File: config.mk
export PLATFORM = sky130hd
export DESIGN_NAME = csrf_core
export DESIGN_NICKNAME = d
export VERILOG_FILES = /design/src/csrf_pkg.sv /design/src/csrf_core.sv
export SDC_FILE = /design/constraint.sdc
export NUM_CORES = 1
export LEC_CHECK = 0
export ABC_AREA = 1
export BUFFER_PORTS_ARGS = -buffer_cell sky130_fd_sc_hd__buf_2
export CORE_MARGIN = 8
export CORE_UTILIZATION = 46
export CTS_CLUSTER_DIAMETER = 150
export DETAILED_ROUTE_END_ITERATION = 10
export MAX_ROUTING_LAYER = met4
export PLACE_DENSITY = 0.75
export SKIP_CTS_REPAIR_TIMING = 1
export SLEW_MARGIN = 10
export SYNTH_ARGS = -nofsm -noshare
export SYNTH_HDL_FRONTEND = slang
export SYNTH_SLANG_ARGS = --single-unit
File: constraint.sdc
create_clock -name clk_i -period 2.4 [get_ports clk_i]
set_clock_uncertainty 0.15 [all_clocks]
set_input_delay 0 -clock clk_i [delete_from_list [all_inputs] [get_ports clk_i]]
set_output_delay 0 -clock clk_i [all_outputs]
set_load 0.01 [all_outputs]
File: src/csrf_pkg.sv
// constants and carrier types of the core special register file
// assumes one core clock; the core drives the register port and flag events
// Behaviour
// - counter-low register reads and writes pc bits 7:0
// - time-out set by power-up/clear/sleep, cleared by timeout
// - power-down set by power-up/clear, cleared by sleep
// - cold reset sets both flags, otherwise event-dependent
// - arithmetic flags clear on cold reset, else kept
// - zero flag follows zero result
// - digit carry is carry out of bit 3
// - carry is carry out of bit 7
// - subtract adds two's complement, borrow inverted
// - rotates load carry with shifted-out bit
// - first pointer 16 bits, reset zero
// - second pointer 16 bits, reset zero
// - pointers addressable as high and low bytes
// - bank select holds six address bits
// - counter-high latch seven bits, reset zero
// - indirect data targets pointed location; self reads zero
// - pointer msb set reads program memory, extra cycle
package csrf_pkg;
   localparam logic [4:0] CSRF_OFF_IND0 = 5'h00;
   localparam logic [4:0] CSRF_OFF_IND1 = 5'h01;
   localparam logic [4:0] CSRF_OFF_PCL = 5'h02;
   localparam logic [4:0] CSRF_OFF_FLAGS = 5'h03;
   localparam logic [4:0] CSRF_OFF_P0L = 5'h04;
   localparam logic [4:0] CSRF_OFF_P0H = 5'h05;
   localparam logic [4:0] CSRF_OFF_P1L = 5'h06;
   localparam logic [4:0] CSRF_OFF_P1H = 5'h07;
   localparam logic [4:0] CSRF_OFF_BANK = 5'h08;
   localparam logic [4:0] CSRF_OFF_WACC = 5'h09;
   localparam logic [4:0] CSRF_OFF_PROGRAM_COUNTER_HIGH_LATCH = 5'h0a;
   localparam int CSRF_BIT_TO = 4;
   localparam int CSRF_BIT_PD = 3;
   localparam int CSRF_BIT_Z = 2;
   localparam int CSRF_BIT_DC = 1;
   localparam int CSRF_BIT_C = 0;
   localparam logic [7:0] CSRF_FLAGS_RST = 8'h18;
   localparam logic [15:0] CSRF_PTR_RST = 16'h0000;
   localparam logic [7:0] CSRF_BYTE_RST = 8'h00;
   localparam logic [5:0] CSRF_BANK_RST = 6'h00;
   localparam logic [6:0] CSRF_PROGRAM_COUNTER_HIGH_LATCH_RST = 7'h00;
   localparam logic [15:0] CSRF_IND_LO = 16'h0000;
   localparam logic [15:0] CSRF_IND_HI = 16'h0001;
   localparam int CSRF_PROG_BIT = 15;
   // alu operation presented by the core for flag update
   typedef enum logic [2:0] {
      CSRF_OP_NONE = 3'h0,
      CSRF_OP_LOGIC = 3'h1,
      CSRF_OP_ADD = 3'h3,
      CSRF_OP_SUB = 3'h2,
      CSRF_OP_RRC = 3'h6,
      CSRF_OP_RLC = 3'h7
   } csrf_op_type;
   typedef struct packed {
      logic wr;
      logic rd;
      logic [4:0] addr;
      logic [7:0] wdata;
   } csrf_bus_type;
   typedef struct packed {
      csrf_op_type op;
      logic [7:0] a;
      logic [7:0] b;
   } csrf_alu_type;
   typedef struct packed {
      logic wdt_clear;
      logic sleep;
      logic wdt_timeout;
   } csrf_evt_type;
endpackage : csrf_pkg

File: src/csrf_core.sv
// core special register file: flags, pointers, bank, accumulator, pc latch
// assumes the core drives bus, alu and event inputs on clk_i; memory answers combinationally
`timescale 1ns/1ps
module csrf_core (
   // clock and reset
   input wire logic clk_i,
   input wire logic rst_i,
   input wire logic cold_rst_i,
   // register port
   input wire csrf_pkg::csrf_bus_type bus_i,
   output logic [7:0] rdata_o,
   // alu and core events
   input wire csrf_pkg::csrf_alu_type alu_i,
   input wire csrf_pkg::csrf_evt_type evt_i,
   input wire logic [7:0] pc_low_i,
   output logic pc_low_we_o,
   output logic [7:0] pc_low_o,
   // indirect memory
   input wire logic [7:0] mem_rdata_i,
   output logic [15:0] mem_addr_o,
   output logic mem_rd_o,
   output logic mem_wr_o,
   output logic mem_prog_o,
   output logic [7:0] mem_wdata_o,
   output logic extra_cycle_o,
   // register views
   output logic [15:0] ptr_first_o,
   output logic [15:0] ptr_second_o,
   output logic [5:0] bank_select_o,
   output logic [7:0] working_accumulator_o,
   output logic [6:0] program_counter_high_latch_o,
   output logic [7:0] flags_o
);
   import csrf_pkg::*;

   logic [7:0] flags_reg, flags_next;
   logic [15:0] p0_reg, p1_reg;
   logic [5:0] bank_reg;
   logic [7:0] wacc_reg;
   logic [6:0] program_counter_high_latch_reg;
   logic [7:0] rdata_reg;
   logic pcl_we_reg;
   logic [7:0] pcl_reg;
   logic [15:0] maddr_reg;
   logic mrd_reg, mwr_reg, mprog_reg, xcyc_reg;
   logic [7:0] mwd_reg;
   logic [8:0] sum;
   logic [4:0] nib;
   logic [7:0] bop;
   logic carry_in;

   function automatic logic is_self(input logic [15:0] a);
      is_self = (a == CSRF_IND_LO) || (a == CSRF_IND_HI);
   endfunction : is_self

   wire w_bus = bus_i.wr;
   wire r_bus = bus_i.rd;
   wire sel_ind0 = (bus_i.addr == CSRF_OFF_IND0);
   wire sel_ind1 = (bus_i.addr == CSRF_OFF_IND1);
   wire sel_ind = sel_ind0 | sel_ind1;
   wire [15:0] ind_ptr = sel_ind1 ? p1_reg : p0_reg;
   wire ind_prog = ind_ptr[CSRF_PROG_BIT];
   wire ind_self = is_self(ind_ptr);
   wire ind_rd = r_bus & sel_ind & ~ind_self;
   wire ind_wr = w_bus & sel_ind & ~ind_self & ~ind_prog;
   wire [7:0] ind_data = ind_self ? CSRF_BYTE_RST : mem_rdata_i;

   // flag arithmetic: subtract adds the two's complement of b
   assign bop = (alu_i.op == CSRF_OP_SUB) ? ~alu_i.b : alu_i.b;
   assign carry_in = (alu_i.op == CSRF_OP_SUB);
   assign sum = {1'b0, alu_i.a} + {1'b0, bop} + {8'h00, carry_in};
   assign nib = {1'b0, alu_i.a[3:0]} + {1'b0, bop[3:0]} + {4'h0, carry_in};

   always_comb begin
      flags_next = flags_reg;
      case (alu_i.op)
         CSRF_OP_ADD, CSRF_OP_SUB: begin
            flags_next[CSRF_BIT_Z] = (sum[7:0] == 8'h00);
            flags_next[CSRF_BIT_DC] = nib[4];
            flags_next[CSRF_BIT_C] = sum[8];
         end
         CSRF_OP_LOGIC: begin
            flags_next[CSRF_BIT_Z] = (alu_i.a == 8'h00);
         end
         CSRF_OP_RRC: begin
            flags_next[CSRF_BIT_C] = alu_i.a[0];
         end
         CSRF_OP_RLC: begin
            flags_next[CSRF_BIT_C] = alu_i.a[7];
         end
         default: begin
            flags_next = flags_reg;
         end
      endcase
      if (w_bus && bus_i.addr == CSRF_OFF_FLAGS) begin
         flags_next[2:0] = bus_i.wdata[2:0];
      end
      // core events win over software writes; timeout wins over clear
      if (evt_i.wdt_clear) begin
         flags_next[CSRF_BIT_TO] = 1'b1;
         flags_next[CSRF_BIT_PD] = 1'b1;
      end
      if (evt_i.sleep) begin
         flags_next[CSRF_BIT_TO] = 1'b1;
         flags_next[CSRF_BIT_PD] = 1'b0;
      end
      if (evt_i.wdt_timeout) begin
         flags_next[CSRF_BIT_TO] = 1'b0;
      end
      flags_next[7:5] = 3'h0;
      if (cold_rst_i) begin
         flags_next = CSRF_FLAGS_RST;
      end
   end

   // status flags: async reset is the cold reset; warm resets keep values
   always_ff @(posedge clk_i or posedge rst_i) begin
      if (rst_i) begin
         flags_reg <= CSRF_FLAGS_RST;
      end else begin
         flags_reg <= flags_next;
      end
   end

   // pointers, bank, accumulator, latch
   always_ff @(posedge clk_i or posedge rst_i) begin
      if (rst_i) begin
         p0_reg <= CSRF_PTR_RST;
         p1_reg <= CSRF_PTR_RST;
         bank_reg <= CSRF_BANK_RST;
         wacc_reg <= CSRF_BYTE_RST;
         program_counter_high_latch_reg <= CSRF_PROGRAM_COUNTER_HIGH_LATCH_RST;
      end else if (cold_rst_i) begin
         p0_reg <= CSRF_PTR_RST;
         p1_reg <= CSRF_PTR_RST;
         bank_reg <= CSRF_BANK_RST;
         wacc_reg <= CSRF_BYTE_RST;
         program_counter_high_latch_reg <= CSRF_PROGRAM_COUNTER_HIGH_LATCH_RST;
      end else if (w_bus) begin
         case (bus_i.addr)
            CSRF_OFF_P0L: p0_reg[7:0] <= bus_i.wdata;
            CSRF_OFF_P0H: p0_reg[15:8] <= bus_i.wdata;
            CSRF_OFF_P1L: p1_reg[7:0] <= bus_i.wdata;
            CSRF_OFF_P1H: p1_reg[15:8] <= bus_i.wdata;
            CSRF_OFF_BANK: bank_reg <= bus_i.wdata[5:0];
            CSRF_OFF_WACC: wacc_reg <= bus_i.wdata;
            CSRF_OFF_PROGRAM_COUNTER_HIGH_LATCH: program_counter_high_latch_reg <= bus_i.wdata[6:0];
            default: p0_reg <= p0_reg;
         endcase
      end
   end

   // read mux, one cycle later
   logic [7:0] rd_mux;
   always_comb begin
      case (bus_i.addr)
         CSRF_OFF_IND0, CSRF_OFF_IND1: rd_mux = ind_data;
         CSRF_OFF_PCL: rd_mux = pc_low_i;
         CSRF_OFF_FLAGS: rd_mux = flags_reg;
         CSRF_OFF_P0L: rd_mux = p0_reg[7:0];
         CSRF_OFF_P0H: rd_mux = p0_reg[15:8];
         CSRF_OFF_P1L: rd_mux = p1_reg[7:0];
         CSRF_OFF_P1H: rd_mux = p1_reg[15:8];
         CSRF_OFF_BANK: rd_mux = {2'h0, bank_reg};
         CSRF_OFF_WACC: rd_mux = wacc_reg;
         CSRF_OFF_PROGRAM_COUNTER_HIGH_LATCH: rd_mux = {1'b0, program_counter_high_latch_reg};
         default: rd_mux = 8'h00;
      endcase
   end

   always_ff @(posedge clk_i or posedge rst_i) begin
      if (rst_i) begin
         rdata_reg <= 8'h00;
         pcl_we_reg <= 1'b0;
         pcl_reg <= 8'h00;
         maddr_reg <= 16'h0000;
         mrd_reg <= 1'b0;
         mwr_reg <= 1'b0;
         mprog_reg <= 1'b0;
         mwd_reg <= 8'h00;
         xcyc_reg <= 1'b0;
      end else begin
         rdata_reg <= r_bus ? rd_mux : 8'h00;
         pcl_we_reg <= w_bus && bus_i.addr == CSRF_OFF_PCL;
         pcl_reg <= bus_i.wdata;
         maddr_reg <= ind_prog ? {1'b0, ind_ptr[14:0]} : ind_ptr;
         mrd_reg <= ind_rd;
         mwr_reg <= ind_wr;
         mprog_reg <= ind_prog;
         mwd_reg <= bus_i.wdata;
         xcyc_reg <= (ind_rd | (w_bus & sel_ind)) & ind_prog;
      end
   end

   assign rdata_o = rdata_reg;
   assign pc_low_we_o = pcl_we_reg;
   assign pc_low_o = pcl_reg;
   assign mem_addr_o = maddr_reg;
   assign mem_rd_o = mrd_reg;
   assign mem_wr_o = mwr_reg;
   assign mem_prog_o = mprog_reg;
   assign mem_wdata_o = mwd_reg;
   assign extra_cycle_o = xcyc_reg;
   assign ptr_first_o = p0_reg;
   assign ptr_second_o = p1_reg;
   assign bank_select_o = bank_reg;
   assign working_accumulator_o = wacc_reg;
   assign program_counter_high_latch_o = program_counter_high_latch_reg;
   assign flags_o = flags_reg;

   property p_sleep_flags;
      @(posedge clk_i) disable iff (rst_i)
      (evt_i.sleep && !evt_i.wdt_timeout && !cold_rst_i) |=> (flags_o[4:3] == 2'b10);
   endproperty
   a_sleep_flags: assert property (p_sleep_flags) else $error("sleep flags wrong");

   property p_timeout;
      @(posedge clk_i) disable iff (rst_i)
      (evt_i.wdt_timeout && !cold_rst_i) |=> !flags_o[4];
   endproperty
   a_timeout: assert property (p_timeout) else $error("timeout flag not cleared");

   property p_cold;
      @(posedge clk_i) disable iff (rst_i)
      cold_rst_i |=> (flags_o == 8'h18) && (ptr_first_o == 16'h0000);
   endproperty
   a_cold: assert property (p_cold) else $error("cold reset values wrong");

   property p_add_carry;
      @(posedge clk_i) disable iff (rst_i)
      (alu_i.op == CSRF_OP_ADD && !cold_rst_i && !(bus_i.wr && bus_i.addr == 5'h03))
      |=> flags_o[0] == (({1'b0, $past(alu_i.a)} + {1'b0, $past(alu_i.b)}) > 9'h0ff);
   endproperty
   a_add_carry: assert property (p_add_carry) else $error("carry wrong");

   property p_sub_borrow;
      @(posedge clk_i) disable iff (rst_i)
      (alu_i.op == CSRF_OP_SUB && !cold_rst_i && !(bus_i.wr && bus_i.addr == 5'h03))
      |=> flags_o[0] == ($past(alu_i.a) >= $past(alu_i.b));
   endproperty
   a_sub_borrow: assert property (p_sub_borrow) else $error("borrow polarity wrong");

   property p_byte_keep;
      @(posedge clk_i) disable iff (rst_i)
      (bus_i.wr && bus_i.addr == 5'h04 && !cold_rst_i)
      |=> ptr_first_o[15:8] == $past(ptr_first_o[15:8]);
   endproperty
   a_byte_keep: assert property (p_byte_keep) else $error("other byte changed");

   property p_prog_nowrite;
      @(posedge clk_i) disable iff (rst_i)
      (bus_i.wr && bus_i.addr == 5'h00 && ptr_first_o[15]) |=> !mem_wr_o && extra_cycle_o;
   endproperty
   a_prog_nowrite: assert property (p_prog_nowrite) else $error("program write passed");

   property p_self_zero;
      @(posedge clk_i) disable iff (rst_i)
      (bus_i.rd && bus_i.addr == 5'h01 && ptr_second_o == 16'h0000) |=> rdata_o == 8'h00;
   endproperty
   a_self_zero: assert property (p_self_zero) else $error("self read not zero");

   property p_p0_high_keep;
      @(posedge clk_i) disable iff (rst_i)
      (bus_i.wr && bus_i.addr == 5'h05 && !cold_rst_i) |=> ptr_first_o[7:0] == $past(ptr_first_o[7:0]);
   endproperty
   a_p0_high_keep: assert property (p_p0_high_keep) else $error("low byte changed");

   property p_p1_low_keep;
      @(posedge clk_i) disable iff (rst_i)
      (bus_i.wr && bus_i.addr == 5'h06 && !cold_rst_i)
      |=> ptr_second_o[15:8] == $past(ptr_second_o[15:8]);
   endproperty
   a_p1_low_keep: assert property (p_p1_low_keep) else $error("high byte changed");

   property p_p1_high_keep;
      @(posedge clk_i) disable iff (rst_i)
      (bus_i.wr && bus_i.addr == 5'h07 && !cold_rst_i) |=> ptr_second_o[7:0] == $past(ptr_second_o[7:0]);
   endproperty
   a_p1_high_keep: assert property (p_p1_high_keep) else $error("low byte changed");

   property p_rotate_right;
      @(posedge clk_i) disable iff (rst_i)
      (alu_i.op == CSRF_OP_RRC && !cold_rst_i && !(bus_i.wr && bus_i.addr == 5'h03))
      |=> flags_o[0] == $past(alu_i.a[0]);
   endproperty
   a_rotate_right: assert property (p_rotate_right) else $error("rotate right carry wrong");

   property p_rotate_left;
      @(posedge clk_i) disable iff (rst_i)
      (alu_i.op == CSRF_OP_RLC && !cold_rst_i && !(bus_i.wr && bus_i.addr == 5'h03))
      |=> flags_o[0] == $past(alu_i.a[7]);
   endproperty
   a_rotate_left: assert property (p_rotate_left) else $error("rotate left carry wrong");

   property p_add_zero;
      @(posedge clk_i) disable iff (rst_i)
      (alu_i.op == CSRF_OP_ADD && !cold_rst_i && !(bus_i.wr && bus_i.addr == 5'h03))
      |=> flags_o[2] == (8'($past(alu_i.a) + $past(alu_i.b)) == 8'h00);
   endproperty
   a_add_zero: assert property (p_add_zero) else $error("zero flag wrong");

   property p_add_digit;
      @(posedge clk_i) disable iff (rst_i)
      (alu_i.op == CSRF_OP_ADD && !cold_rst_i && !(bus_i.wr && bus_i.addr == 5'h03))
      |=> flags_o[1] == (({1'b0, $past(alu_i.a[3:0])} + {1'b0, $past(alu_i.b[3:0])}) > 5'h0f);
   endproperty
   a_add_digit: assert property (p_add_digit) else $error("digit carry wrong");

   property p_wdt_clear;
      @(posedge clk_i) disable iff (rst_i)
      (evt_i.wdt_clear && !evt_i.sleep && !evt_i.wdt_timeout && !cold_rst_i)
      |=> flags_o[4:3] == 2'b11;
   endproperty
   a_wdt_clear: assert property (p_wdt_clear) else $error("clear flags wrong");

   property p_pcl_write;
      @(posedge clk_i) disable iff (rst_i)
      (bus_i.wr && bus_i.addr == 5'h02) |=> pc_low_we_o && (pc_low_o == $past(bus_i.wdata));
   endproperty
   a_pcl_write: assert property (p_pcl_write) else $error("counter low write lost");

   property p_pcl_read;
      @(posedge clk_i) disable iff (rst_i)
      (bus_i.rd && bus_i.addr == 5'h02) |=> rdata_o == $past(pc_low_i);
   endproperty
   a_pcl_read: assert property (p_pcl_read) else $error("counter low read wrong");

   property p_bank_write;
      @(posedge clk_i) disable iff (rst_i)
      (bus_i.wr && bus_i.addr == 5'h08 && !cold_rst_i) |=> bank_select_o == $past(bus_i.wdata[5:0]);
   endproperty
   a_bank_write: assert property (p_bank_write) else $error("bank write lost");

   property p_program_counter_high_latch_write;
      @(posedge clk_i) disable iff (rst_i)
      (bus_i.wr && bus_i.addr == 5'h0a && !cold_rst_i) |=> program_counter_high_latch_o == $past(bus_i.wdata[6:0]);
   endproperty
   a_program_counter_high_latch_write: assert property (p_program_counter_high_latch_write) else $error("latch write lost");

   property p_self_nowrite;
      @(posedge clk_i) disable iff (rst_i)
      (bus_i.wr && bus_i.addr == 5'h01 && ptr_second_o == 16'h0001) |=> !mem_wr_o;
   endproperty
   a_self_nowrite: assert property (p_self_nowrite) else $error("self write passed");

   property p_prog_addr;
      @(posedge clk_i) disable iff (rst_i)
      (bus_i.rd && bus_i.addr == 5'h00 && ptr_first_o[15]) |=> mem_prog_o && !mem_addr_o[15];
   endproperty
   a_prog_addr: assert property (p_prog_addr) else $error("program address wrong");

endmodule : csrf_core

**After elaboration in Yosys (flattened, before gate mapping)**

Cells that the tools add are included.

- Register bits after elaboration: 97
- Input bits: 56
- Output and inout bits: 106
- Word-level logic and storage cells: 111

- Add/subtract/negate cells: 4
- Equal/unequal tests: 16
- Muxes and demuxes: 30
- Bitwise operators: 11
- Reductions and logical operators: 29

Operator list:

| kind | count |
|---|---|
| $mux 16 | 5 |
| $mux 8 | 10 |
| $pmux 8 s10 | 1 |
| $mux 7 | 3 |
| $eq 5x3->1 const B | 4 |
| $mux 6 | 3 |
| $eq 16x1->1 const B | 1 |
| $logic_not 16->1 | 1 |
| $logic_not 8->1 | 2 |
| $reduce_bool 2->1 | 8 |
| $eq 5x4->1 const B | 3 |
| $reduce_and 2->1 | 7 |
| $eq 5x2->1 const B | 2 |
| $add 8x8->9 | 1 |
| $add 9x1->9 | 1 |
| $not 8->8 | 1 |
| $reduce_bool 4->1 | 2 |
| $and 1x1->1 | 6 |
| $eq 3x2->1 const B | 2 |
| $eq 3x3->1 const B | 2 |
| $reduce_bool 3->1 | 2 |
| $add 4x4->5 | 1 |
| $add 5x1->5 | 1 |
| $eq 5x1->1 const B | 1 |
| 14 further kinds | 20 |

**Logic depth before layout (Yosys ltp)**

Gate-level depths: netlist (run 1).

- Word-level depth: 8
- Gate-level depth with buffers: 17
- Mapped depth without buffers: 17

**Least setup slack after synthesis (run 1)**

OpenSTA, ideal clock, no wires.

- Path kind: input to register
- From: in alu_i[16] in the netlist's numbering
- To: reg flags_reg[2], in the netlist flags_o[2]
- Library setup time: 66 ps
- Arrival: 1717 ps
- Slack: 468 ps
- Stages on the path: 15
- Path buffers: 0
- Path through: inv_1 nand3_2 xnor2_1 fa_1 inv_1 nand2_1 nor2_1 nand2_1 nor2_1 nand3_1 nor3_1 nand2_1 nand2_1 nand2_1 nand2_1

- Cells in the longest elaborated chain, start to end: 8
- Elaborated cells between the ends (all ways): 12
- Those cells by class: add/sub (2); eq/ne (3); mux (4); reduce/logical (3)

RTL lines:

| item | line | source |
|---|---|---|
| from (decl) | csrf_core.sv:13 | `input wire csrf_pkg::csrf_alu_type alu_i,` |
| $eq 3x2->1 | csrf_core.sv:69, csrf_core.sv:70, csrf_core.sv:76 |  |
| $mux 8 | csrf_core.sv:69 | `assign bop = (alu_i.op == CSRF_OP_SUB) ? ~alu_i.b : alu_i.b;` |
| $add 8x8->9 | csrf_core.sv:71 | `assign sum = {1'b0, alu_i.a} + {1'b0, bop} + {8'h00, carry_in};` |
| $add 9x1->9 | csrf_core.sv:71 |  |
| $logic_not 8->1 | csrf_core.sv:78 | `flags_next[CSRF_BIT_Z] = (sum[7:0] == 8'h00);` |
| $pmux 1 s2 | csrf_core.sv:76 | `case (alu_i.op)` |
| $mux 3 | csrf_core.sv:95 | `if (w_bus && bus_i.addr == CSRF_OFF_FLAGS) begin` |
| $mux 5 | csrf_core.sv:111 | `if (cold_rst_i) begin` |
| to (signal assigned) | csrf_core.sv:121 | `flags_reg <= flags_next;` |
| to (decl) | csrf_core.sv:36 | `logic [7:0] flags_reg, flags_next;` |

Several ways; a longest one is shown, not always the timed one.
A chain may end at the register's enable or synchronous reset.

**Worst setup path in the final report (run 1)**

- From: reg p1_reg[8], in the netlist ptr_second_o[8]
- To: reg rdata_reg[1], in the netlist rdata_o[1]

- Cells in the longest elaborated chain, start to end: 6
- Elaborated cells between the ends (all ways): 7
- Those cells by class: eq/ne (1); mux (4); reduce/logical (2)

RTL lines:

| item | line | source |
|---|---|---|
| from (decl) | csrf_core.sv:37 | `logic [15:0] p0_reg, p1_reg;` |
| from (signal assigned) | csrf_core.sv:144 | `CSRF_OFF_P1H: p1_reg[15:8] <= bus_i.wdata;` |
| $mux 16 * | csrf_core.sv:61 | `wire [15:0] ind_ptr = sel_ind1 ? p1_reg : p0_reg;` |
| named net ind_ptr[8] | csrf_core.sv:61 |  |
| $eq 16x1->1 / $logic_not 16->1 (equally long branches) | csrf_core.sv:53 | `is_self = (a == CSRF_IND_LO) \|\| (a == CSRF_IND_HI);` |
| $logic_or 1x1->1 * | csrf_core.sv:53 |  |
| $mux 8 * | csrf_core.sv:66 | `wire [7:0] ind_data = ind_self ? CSRF_BYTE_RST : mem_rdata_i;` |
| $pmux 8 s10 * | csrf_core.sv:156 | `case (bus_i.addr)` |
| $mux 8 * | csrf_core.sv:183 | `rdata_reg <= r_bus ? rd_mux : 8'h00;` |
| to (signal assigned) | csrf_core.sv:183 |  |
| to (decl) | csrf_core.sv:41 | `logic [7:0] rdata_reg;` |

The timed path passes the listed nets; every way through them passes the cells marked *.

==> metrics, run 1 <==
first-pass GRT wire length 24600 um; die width between 100 and 150 um; hold slack -0.0592 ns; WP data required about 2.6 ns; GP Congestion 0.915; min cycle time layout about 2.3 ns; CTS buffer count 9; most common cell after layout, fill and taps aside nand2_1; min-delay src alu_i[16]; CTS tree done; leakage power around 3.5 nW; max incr delay on CP ~0.57 ns; Via density 5.13; violations in the final reports hold timing; critical register-to-register path startpoint ptr_second_o[8]; drt total wl about 16000 um; Final Util approximately three fifths; PwrDens approximately 580 mW/mm^2; worst slack at placement 0.113 ns; final setup vio count 0; setup ws final 0.142 ns; Final Instance Area approximately 0.0063 mm^2; Netlist cell types 37; row cnt 37; Top Ports approximately 160; RSZ-0062 raised after global routing no; Synth Register Bits 94; worst skew pair latency approximately 0.37 ns; largest net degree at the start of global routing 40; most frequent cells in the layout 206 x nand2_1, 157 x buf_2, 92 x dfrtp_1, 82 x inv_1, 73 x o21ai_0; Initial Util a little under half; Highest Clock Rate 443 MHz; fraction of layout cells with a size suffix above 1 about a quarter; Seq/Total Area, Yosys about half; Synth Instances 620; CTS Buffer Depth 2; vias in the first global route 4702; status finished with violations; Placeable Area ~0.010 mm^2; antenna cell count 0; via count 4869; DRT antenna net count 0; Die Y about 120 um; Area Overhead vs Synth 29.1%; GRT Resource Usage Total 22.4%; Critical Path End Type register; DP Area 0.00573 mm^2; mapped cell area around 0.0049 mm^2; critical path class register to register; Peak supply drop 387 uV; DR iter-0 viols between 300 and 400; Synth Warn # 0; nets roughly 880; Remaining Overflow, GRT 0; CTS Root Cell clkbuf_8; initial antenna violation count 0; Worst Tran Pin Value 1.11 ns; Hold Path Class primary input to register; number of max-cap violations 0; WHS Path Cells 7; worst reg2reg path depth 9; port bufs around 160; HPWL Detailed around 12000 um; Worst-path clk slew approximately 0.10 ns; router iterations before antenna repair 6; WL/cell approximately 17 um; crit path max-delay cell type dlygate4sd3_1; die area 0.0141 mm^2; relative slew slack 25.9%; Clock Sinks between 90 and 100; Residual DRC 0; Fill cells about 930; setup TNS 0 ns; Final period util between 90% and 100%; crit start category register; R2R setup slack between 0.1 and 0.15 ns; CP arrival between 2 and 2.5 ns; Min-Delay Endpoint flags_o[0]; H-tree depth 3; post-synthesis area per instance ~7.8 um^2; worst path cell trace inv_1, o21ai_0, nor2_1, nand2_1, nor2_1, nand2_2, nand2_1, a21oi_1, dlygate4sd3_1; Slew Limit Fails 0; endpoints failing hold 5; worst r2r dst rdata_o[1]; CP Max Fanout 10
critical path, delay by kind of cell (launching register included):
| family | cells | cell delay [ns] |
|---|---|---|
| compound gates | 2 | 0.54 |
| buf+inv | 2 | 0.66 |
| flops | 1 | 0.43 |
| simple gates | 5 | 0.42 |
where the power goes:
group	leakage [nW]	switching, mW	internal (mW)
combinational	2.15	0.462	0.294
clock	0.0976	0.590	0.487
sequential	1.22	0.0952	1.70
Yosys cell counts, drive strengths merged:
cell | number | area, um^2
a21oi | 19 | 98.9
buf | 22 | 171
clkbuf | 2 | 7.51
clkinv | 2 | 7.51
conb | 1 | 3.75
dfrtp | 92 | 2300
dfstp | 2 | 52.6
fa | 1 | 20.0
ha | 9 | 113
inv | 83 | 312
nand2 | 209 | 797
nand3 | 22 | 115
nand3b | 2 | 15.0
nand4 | 3 | 18.8
nor2 | 40 | 184
nor3 | 6 | 41.3
nor3b | 1 | 7.51
nor4 | 8 | 50.1
o2111ai | 3 | 26.3
o211ai | 2 | 15.0
o21ai | 81 | 417
o22ai | 1 | 6.26
o2bb2ai | 1 | 8.76
or2 | 1 | 6.26
xnor2 | 7 | 61.3
state kept, by name (all words and copies together) (netlist names):
| name | cells |
|---|---|
| flags_o | 5 |
| bank_select_o | 6 |
| mem_rd_o | 1 |
| mem_wr_o | 1 |
| extra_cycle_o | 1 |
| pc_low_we_o | 1 |
| mem_wdata_o | 8 |
| mem_addr_o | 15 |
| ptr_second_o | 16 |
| rdata_o | 8 |
| program_counter_high_latch_o | 7 |
| mem_prog_o | 1 |
| working_accumulator_o | 8 |
| ptr_first_o | 16 |
how the worst max path moves through the flow:
stage / to / from / depth (start not counted) / slack, ns
floorplan: flags_o[2] / alu_i[16] / 15 / 0.47
global placement: flags_o[2] / alu_i[16] / 16 / 0.19
detailed placement: flags_o[2] / alu_i[16] / 16 / 0.11
CTS: flags_o[2] / alu_i[16] / 16 / 0.49
global route: rdata_o[7] / ptr_second_o[8] / 9 / 0.008
finish: rdata_o[1] / ptr_second_o[8] / 9 / 0.14
routing by layer:
metal / routed length, um / GRT usage [%] / part of all wire (%)
met1: 6550 / 27.5 / 41
met2: 7490 / 35.4 / 47
met3: 1370 / 4.76 / 8.6
met4: 463 / 9.25 / 2.9
met5: 0 / - / 0
logic make-up (layout without fill, tap and decap cells):
| family | after synthesis | count (layout) | share of synthesized area [%] |
|---|---|---|---|
| compound gates | 107 | 107 | 11.8 |
| fa+ha+maj | 10 | 10 | 2.73 |
| buf+inv | 109 | 299 | 10.3 |
| flops | 94 | 94 | 48.5 |
| xor+xnor | 7 | 7 | 1.26 |
| simple gates | 292 | 292 | 25.4 |
| other cells | 1 | 4 | 0.0772 |
area by class of cell:
| class | instances | area [um^2] | area share [%] |
|---|---|---|---|
| well taps | 136 | 170 | 2.71 |
| repair buffers | 199 | 1210 | 19.3 |
| multi-input cells | 420 | 2020 | 32.1 |
| clock inverters | 6 | 71.3 | 1.14 |
| clock buffers | 9 | 124 | 1.98 |
| flip-flops and latches | 94 | 2350 | 37.6 |
| inverters | 85 | 323 | 5.15 |
through the flow:
stage               power [mW]  cells
floorplan                 2.22    623
global route              3.81    949
CTS                       3.59    915
global placement          2.53    900
detailed placement        2.54    900
finish                    3.63    949
Power figures use the tool's default switching activity.
==> run 2: changes to the inputs <==
RECOVER_POWER = 100   (was unset)
==> run 2 against run 1 <==
  * Combinational power is 3.4% lower
  * Global-route usage did not move
  * Largest cell class unchanged
  * Final cell count unchanged
  * Final area decreased by 1.8%
  * Flip-flop and latch count stayed put
  * Clock power is essentially flat
  * Register-to-register slack barely moved
  * Sequential share of layout area up 0.67 points
  * The flow finishes with violations (hold timing, capacitance limit)
==> metrics, run 2 (synthesized netlist as in run 1, its figures left out) <==
total placed cells including tap cells 900; Worst-path clk slew approximately 0.10 ns; CTS Root Cell clkbuf_8; Initial Util 47.3%; Via density ~5; Sequential Power Share about half; GRT Resource Usage Total 22.4%; Die Y 119 um; Slew Limit Fails 0; row cnt 37; Area Overhead vs Synth 26.8%; Highest Clock Rate between 400 and 500 MHz; most frequent cells in the layout 206 x nand2_1, 92 x dfrtp_1, 82 x inv_1, 82 x buf_2, 77 x o21ai_0; Final Util 59.9%; non-filler cells, final ~950; most common cell after layout, fill and taps aside nand2_1; hold slack -0.0614 ns; CP arrival between 2 and 2.5 ns; WP data required 2.55 ns; drt total wl 15900 um; worst skew pair latency roughly 0.36 ns; min-delay src alu_i[16]; Fill cells 977; total power 3.60 mW; largest net degree at the start of global routing 40; critical path class register to register; CP Max Fanout 10; antenna cell count 0; Peak supply drop between 300 and 400 uV; router iterations before antenna repair 5; die area about 0.014 mm^2; worst r2r dst rdata_o[1]; Top Ports between 150 and 200; Clock Power Share a little under 30%; worst slack at placement around 0.11 ns; status finished with violations; WL/cell approximately 17 um; WHS Path Cells 7; fraction of layout cells with a size suffix above 1 between 10 and 15%; worst reg2reg path depth 9; H-tree depth 3; crit start category register; Clock Sinks 94; Switching Share between 30% and 40%; nets 875; CTS Buffer Depth 2; critical register-to-register path startpoint ptr_second_o[8]; Residual DRC 0; initial antenna violation count 0; R2R setup slack 0.14 ns; number of max-cap violations 1; final setup vio count 0; setup TNS 0 ns; setup ws final about 0.14 ns; Remaining Overflow, GRT 0; Placeable Area between 0.01 and 0.015 mm^2; relative slew slack roughly 3.1%; endpoints failing hold 3; leakage power 3.20 nW; RSZ-0062 raised after global routing no; DRT antenna net count 0; die width about 120 um; Critical Path End Type register; internal power 2.46 mW; CTS buffer count 9; crit path max-delay cell type dlygate4sd3_1; Final Instance Area a little over 0.006 mm^2; Hold Path Class primary input to register; Logic pwr share approximately a fifth; via count slightly below 5k; PwrDens approximately 600 mW/mm^2; Worst Tran Pin Value 1.45 ns; DP Area about 0.0057 mm^2; port bufs around 160; worst path cell trace inv_1, o21ai_0, nor2_1, nand2_1, nor2_1, nand2_2, nand2_1, a21oi_1, dlygate4sd3_1; HPWL Detailed ~12000 um; vias in the first global route ~4.7k; DR iter-0 viols ~370; max incr delay on CP roughly 0.57 ns; Min-Delay Endpoint flags_o[0]; min cycle time layout ~2.3 ns; GP Congestion 0.915; first-pass GRT wire length between 20000 and 25000 um; Final period util between 90% and 100%; CTS tree done; violations in the final reports hold timing, capacitance limit; Switch Pwr ~1.1 mW
[run 2: cell types whose count changed in the layout (fill, tap and decap cells not counted), sizes merged]
cell,before,now
buf,165,90
clkbuf,9,84
[run 2: layer usage]
metal | GRT usage, % | vias up | wire (um)
met3 | 4.76 | 33 | 1280
met5 | - | - | 0
met4 | 9.25 | 0 | 461
met2 | 35.4 | 224 | 7470
li1 | - | 2324 | -
met1 | 27.5 | 2248 | 6670
[run 2: power groups by stage]
stage	sequential (mW)	combinational (mW)	clock [mW]
global placement	1.82	0.707	0
detailed placement	1.82	0.716	0
finish	1.80	0.730	1.07
floorplan	1.86	0.367	0
global route	1.81	0.822	1.16
CTS	1.79	0.720	1.08
[run 2: how the worst max path moves through the flow]
stage	depth (start not counted)	start	slack [ns]	endpoint
6_report	9	ptr_second_o[8]	0.14	rdata_o[1]
5_1_grt	9	ptr_second_o[8]	0.008	rdata_o[7]
4_1_cts	16	alu_i[16]	0.49	flags_o[2]
3_5_place_dp	16	alu_i[16]	0.11	flags_o[2]
3_3_place_gp	16	alu_i[16]	0.19	flags_o[2]
2_1_floorplan	15	alu_i[16]	0.47	flags_o[2]
[run 2: critical path: cells and delay by family, from the launching register on]
kind	cells	cell delay, ns
flops	1	0.42
compound gates	2	0.55
buf+inv	2	0.65
simple gates	5	0.44
[run 2: final cells by class]
| cell class | count | area, um^2 | area share (%) |
|---|---|---|---|
| flip-flops and latches | 94 | 2350 | 38.2 |
| multi-input cells | 420 | 2000 | 32.5 |
| repair buffers | 199 | 1120 | 18.1 |
| inverters | 85 | 320 | 5.20 |
| well taps | 136 | 170 | 2.76 |
| clock buffers | 9 | 124 | 2.01 |
| clock inverters | 6 | 71.3 | 1.16 |
==> run 3: changes to the inputs <==
--- a/constraint.sdc
+++ b/constraint.sdc
@@ -4,2 +4,2 @@
 set_output_delay 0 -clock clk_i [all_outputs]
-set_load 0.01 [all_outputs]
+set_load 0.1 [all_outputs]
==> run 3 against run 2 <==
  * The flow finishes with violations (hold timing)
  * Total power increased by 24%
  * Flip-flop and latch count unchanged
  * Final area decreased by 0.24%
  * Sequential power about the same
  * Utilization decreased by 0.15 points
  * Critical path depth unchanged
  * Register-to-register slack about the same
  * Via count increased by 0.33%
  * Critical endpoint is now rdata_o[7]
  * Highest routed layer unchanged
==> metrics, run 3 (synthesized netlist as in run 1, its figures left out) <==
Worst Tran Pin Value 1.38 ns; Placeable Area about 0.010 mm^2; PwrDens 729 mW/mm^2; DRT antenna net count 0; H-tree depth 3; Min-Delay Endpoint flags_o[0]; violations in the final reports hold timing; critical register-to-register path startpoint ptr_second_o[8]; CP Max Fanout 10; Initial Util around 47%; HPWL Detailed approximately 12000 um; min cycle time layout roughly 2.3 ns; Area Overhead vs Synth 26.5%; WP data required around 2.6 ns; die area 0.0141 mm^2; worst reg2reg path depth 9; Via density approximately 5.1; GRT Resource Usage Total ~22%; min-delay src alu_i[16]; CTS buffer count 9; final setup vio count 0; Remaining Overflow, GRT 0; RSZ-0062 raised after global routing no; largest net degree at the start of global routing 40; WL/cell about 17 um; vias in the first global route roughly 4.7k; status finished with violations; CTS Root Cell clkbuf_8; Top Ports 162; Peak supply drop between 400 and 500 uV; R2R setup slack around 0.14 ns; endpoints failing hold 4; worst skew pair latency roughly 0.36 ns; worst r2r dst rdata_o[7]; setup TNS 0 ns; Worst-path clk slew roughly 0.10 ns; CTS tree done; number of max-cap violations 0; Clock Sinks 94; non-filler cells, final approximately 950; Critical Path End Type register; CTS Buffer Depth 2; Hold Path Class primary input to register; drt total wl between 15000 and 20000 um; first-pass GRT wire length ~25000 um; Die Y between 100 and 150 um; port bufs ~160; relative slew slack 7.31%; Residual DRC 0; fraction of layout cells with a size suffix above 1 14.8%; GP Congestion 0.915; hold slack -0.0616 ns; via count a little under 5k; CP arrival about 2.4 ns; router iterations before antenna repair 5; Final Util between 50% and 60%; Final period util 94.0%; most common cell after layout, fill and taps aside nand2_1; crit start category register; die width between 100 and 150 um; WHS Path Cells 7; row cnt 37; Highest Clock Rate 443 MHz; antenna cell count 0; critical path class register to register; initial antenna violation count 0; Slew Limit Fails 0; leakage power 3.19 nW; most frequent cells in the layout 206 x nand2_1, 92 x dfrtp_1, 82 x inv_1, 82 x buf_2, 78 x o21ai_0; nets between 800 and 900; DR iter-0 viols around 380; total placed cells including tap cells 900
[run 3: cell types whose count changed in the layout (fill, tap and decap cells not counted)]
cell / before / now
buf_12: 2 / 1
clkbuf_2: 0 / 1
o21ai_0: 77 / 78
o21ai_1: 4 / 3
[run 3: routing by layer]
layer / part of all wire, % / GRT usage, %
met1: 42 / 27.5
met2: 47 / 35.4
met3: 7.9 / 4.76
met4: 3.0 / 9.25
met5: 0 / -
[run 3: cell type report]
class | instances | area, um^2
Sequential cell | 94 | 2350
Timing Repair Buffer | 199 | 1100
Clock buffer | 9 | 124
Clock inverter | 6 | 71.3
Multi-Input combinational cell | 420 | 2000
Tap cell | 136 | 170
Fill cell | 979 | 4130
Inverter | 85 | 320
[run 3: stage by stage]
stage,setup WS (ns),total power [mW],cell area (um^2),hold slack (ns)
after floorplan,0.465,3.09,4870,-0.119
after global placement,0.186,3.41,5730,-0.0256
after detailed placement,0.113,3.42,5730,-0.0230
after CTS,0.488,4.48,5930,-0.406
after global routing,0.00811,4.67,6140,0.0106
final,0.143,4.48,6140,-0.0616
[run 3: how the worst max path moves through the flow]
stage / startpoint / to / slack (ns) / cells after the start
finish: ptr_second_o[8] / rdata_o[7] / 0.14 / 9
global route: ptr_second_o[8] / rdata_o[7] / 0.008 / 9
CTS: alu_i[16] / flags_o[2] / 0.49 / 16
detailed placement: alu_i[16] / flags_o[2] / 0.11 / 16
global placement: alu_i[16] / flags_o[2] / 0.19 / 16
floorplan: alu_i[16] / flags_o[2] / 0.47 / 15
[run 3: worst max-delay path, cell delays in order, from the launching register on]
cell and delay (ns):
dfrtp_1 0.42, inv_1 0.08, o21ai_0 0.42, nor2_1 0.08
nand2_1 0.08, nor2_1 0.05, nand2_2 0.16, nand2_1 0.07
a21oi_1 0.14, dlygate4sd3_1 0.57
[run 3: power by group]
group          leakage, nW  switching [mW]  internal (mW)  total [mW]
registers             1.22          0.0970           1.70        1.80
logic                 1.88            1.35          0.265        1.61
clock network       0.0976           0.587          0.487        1.07
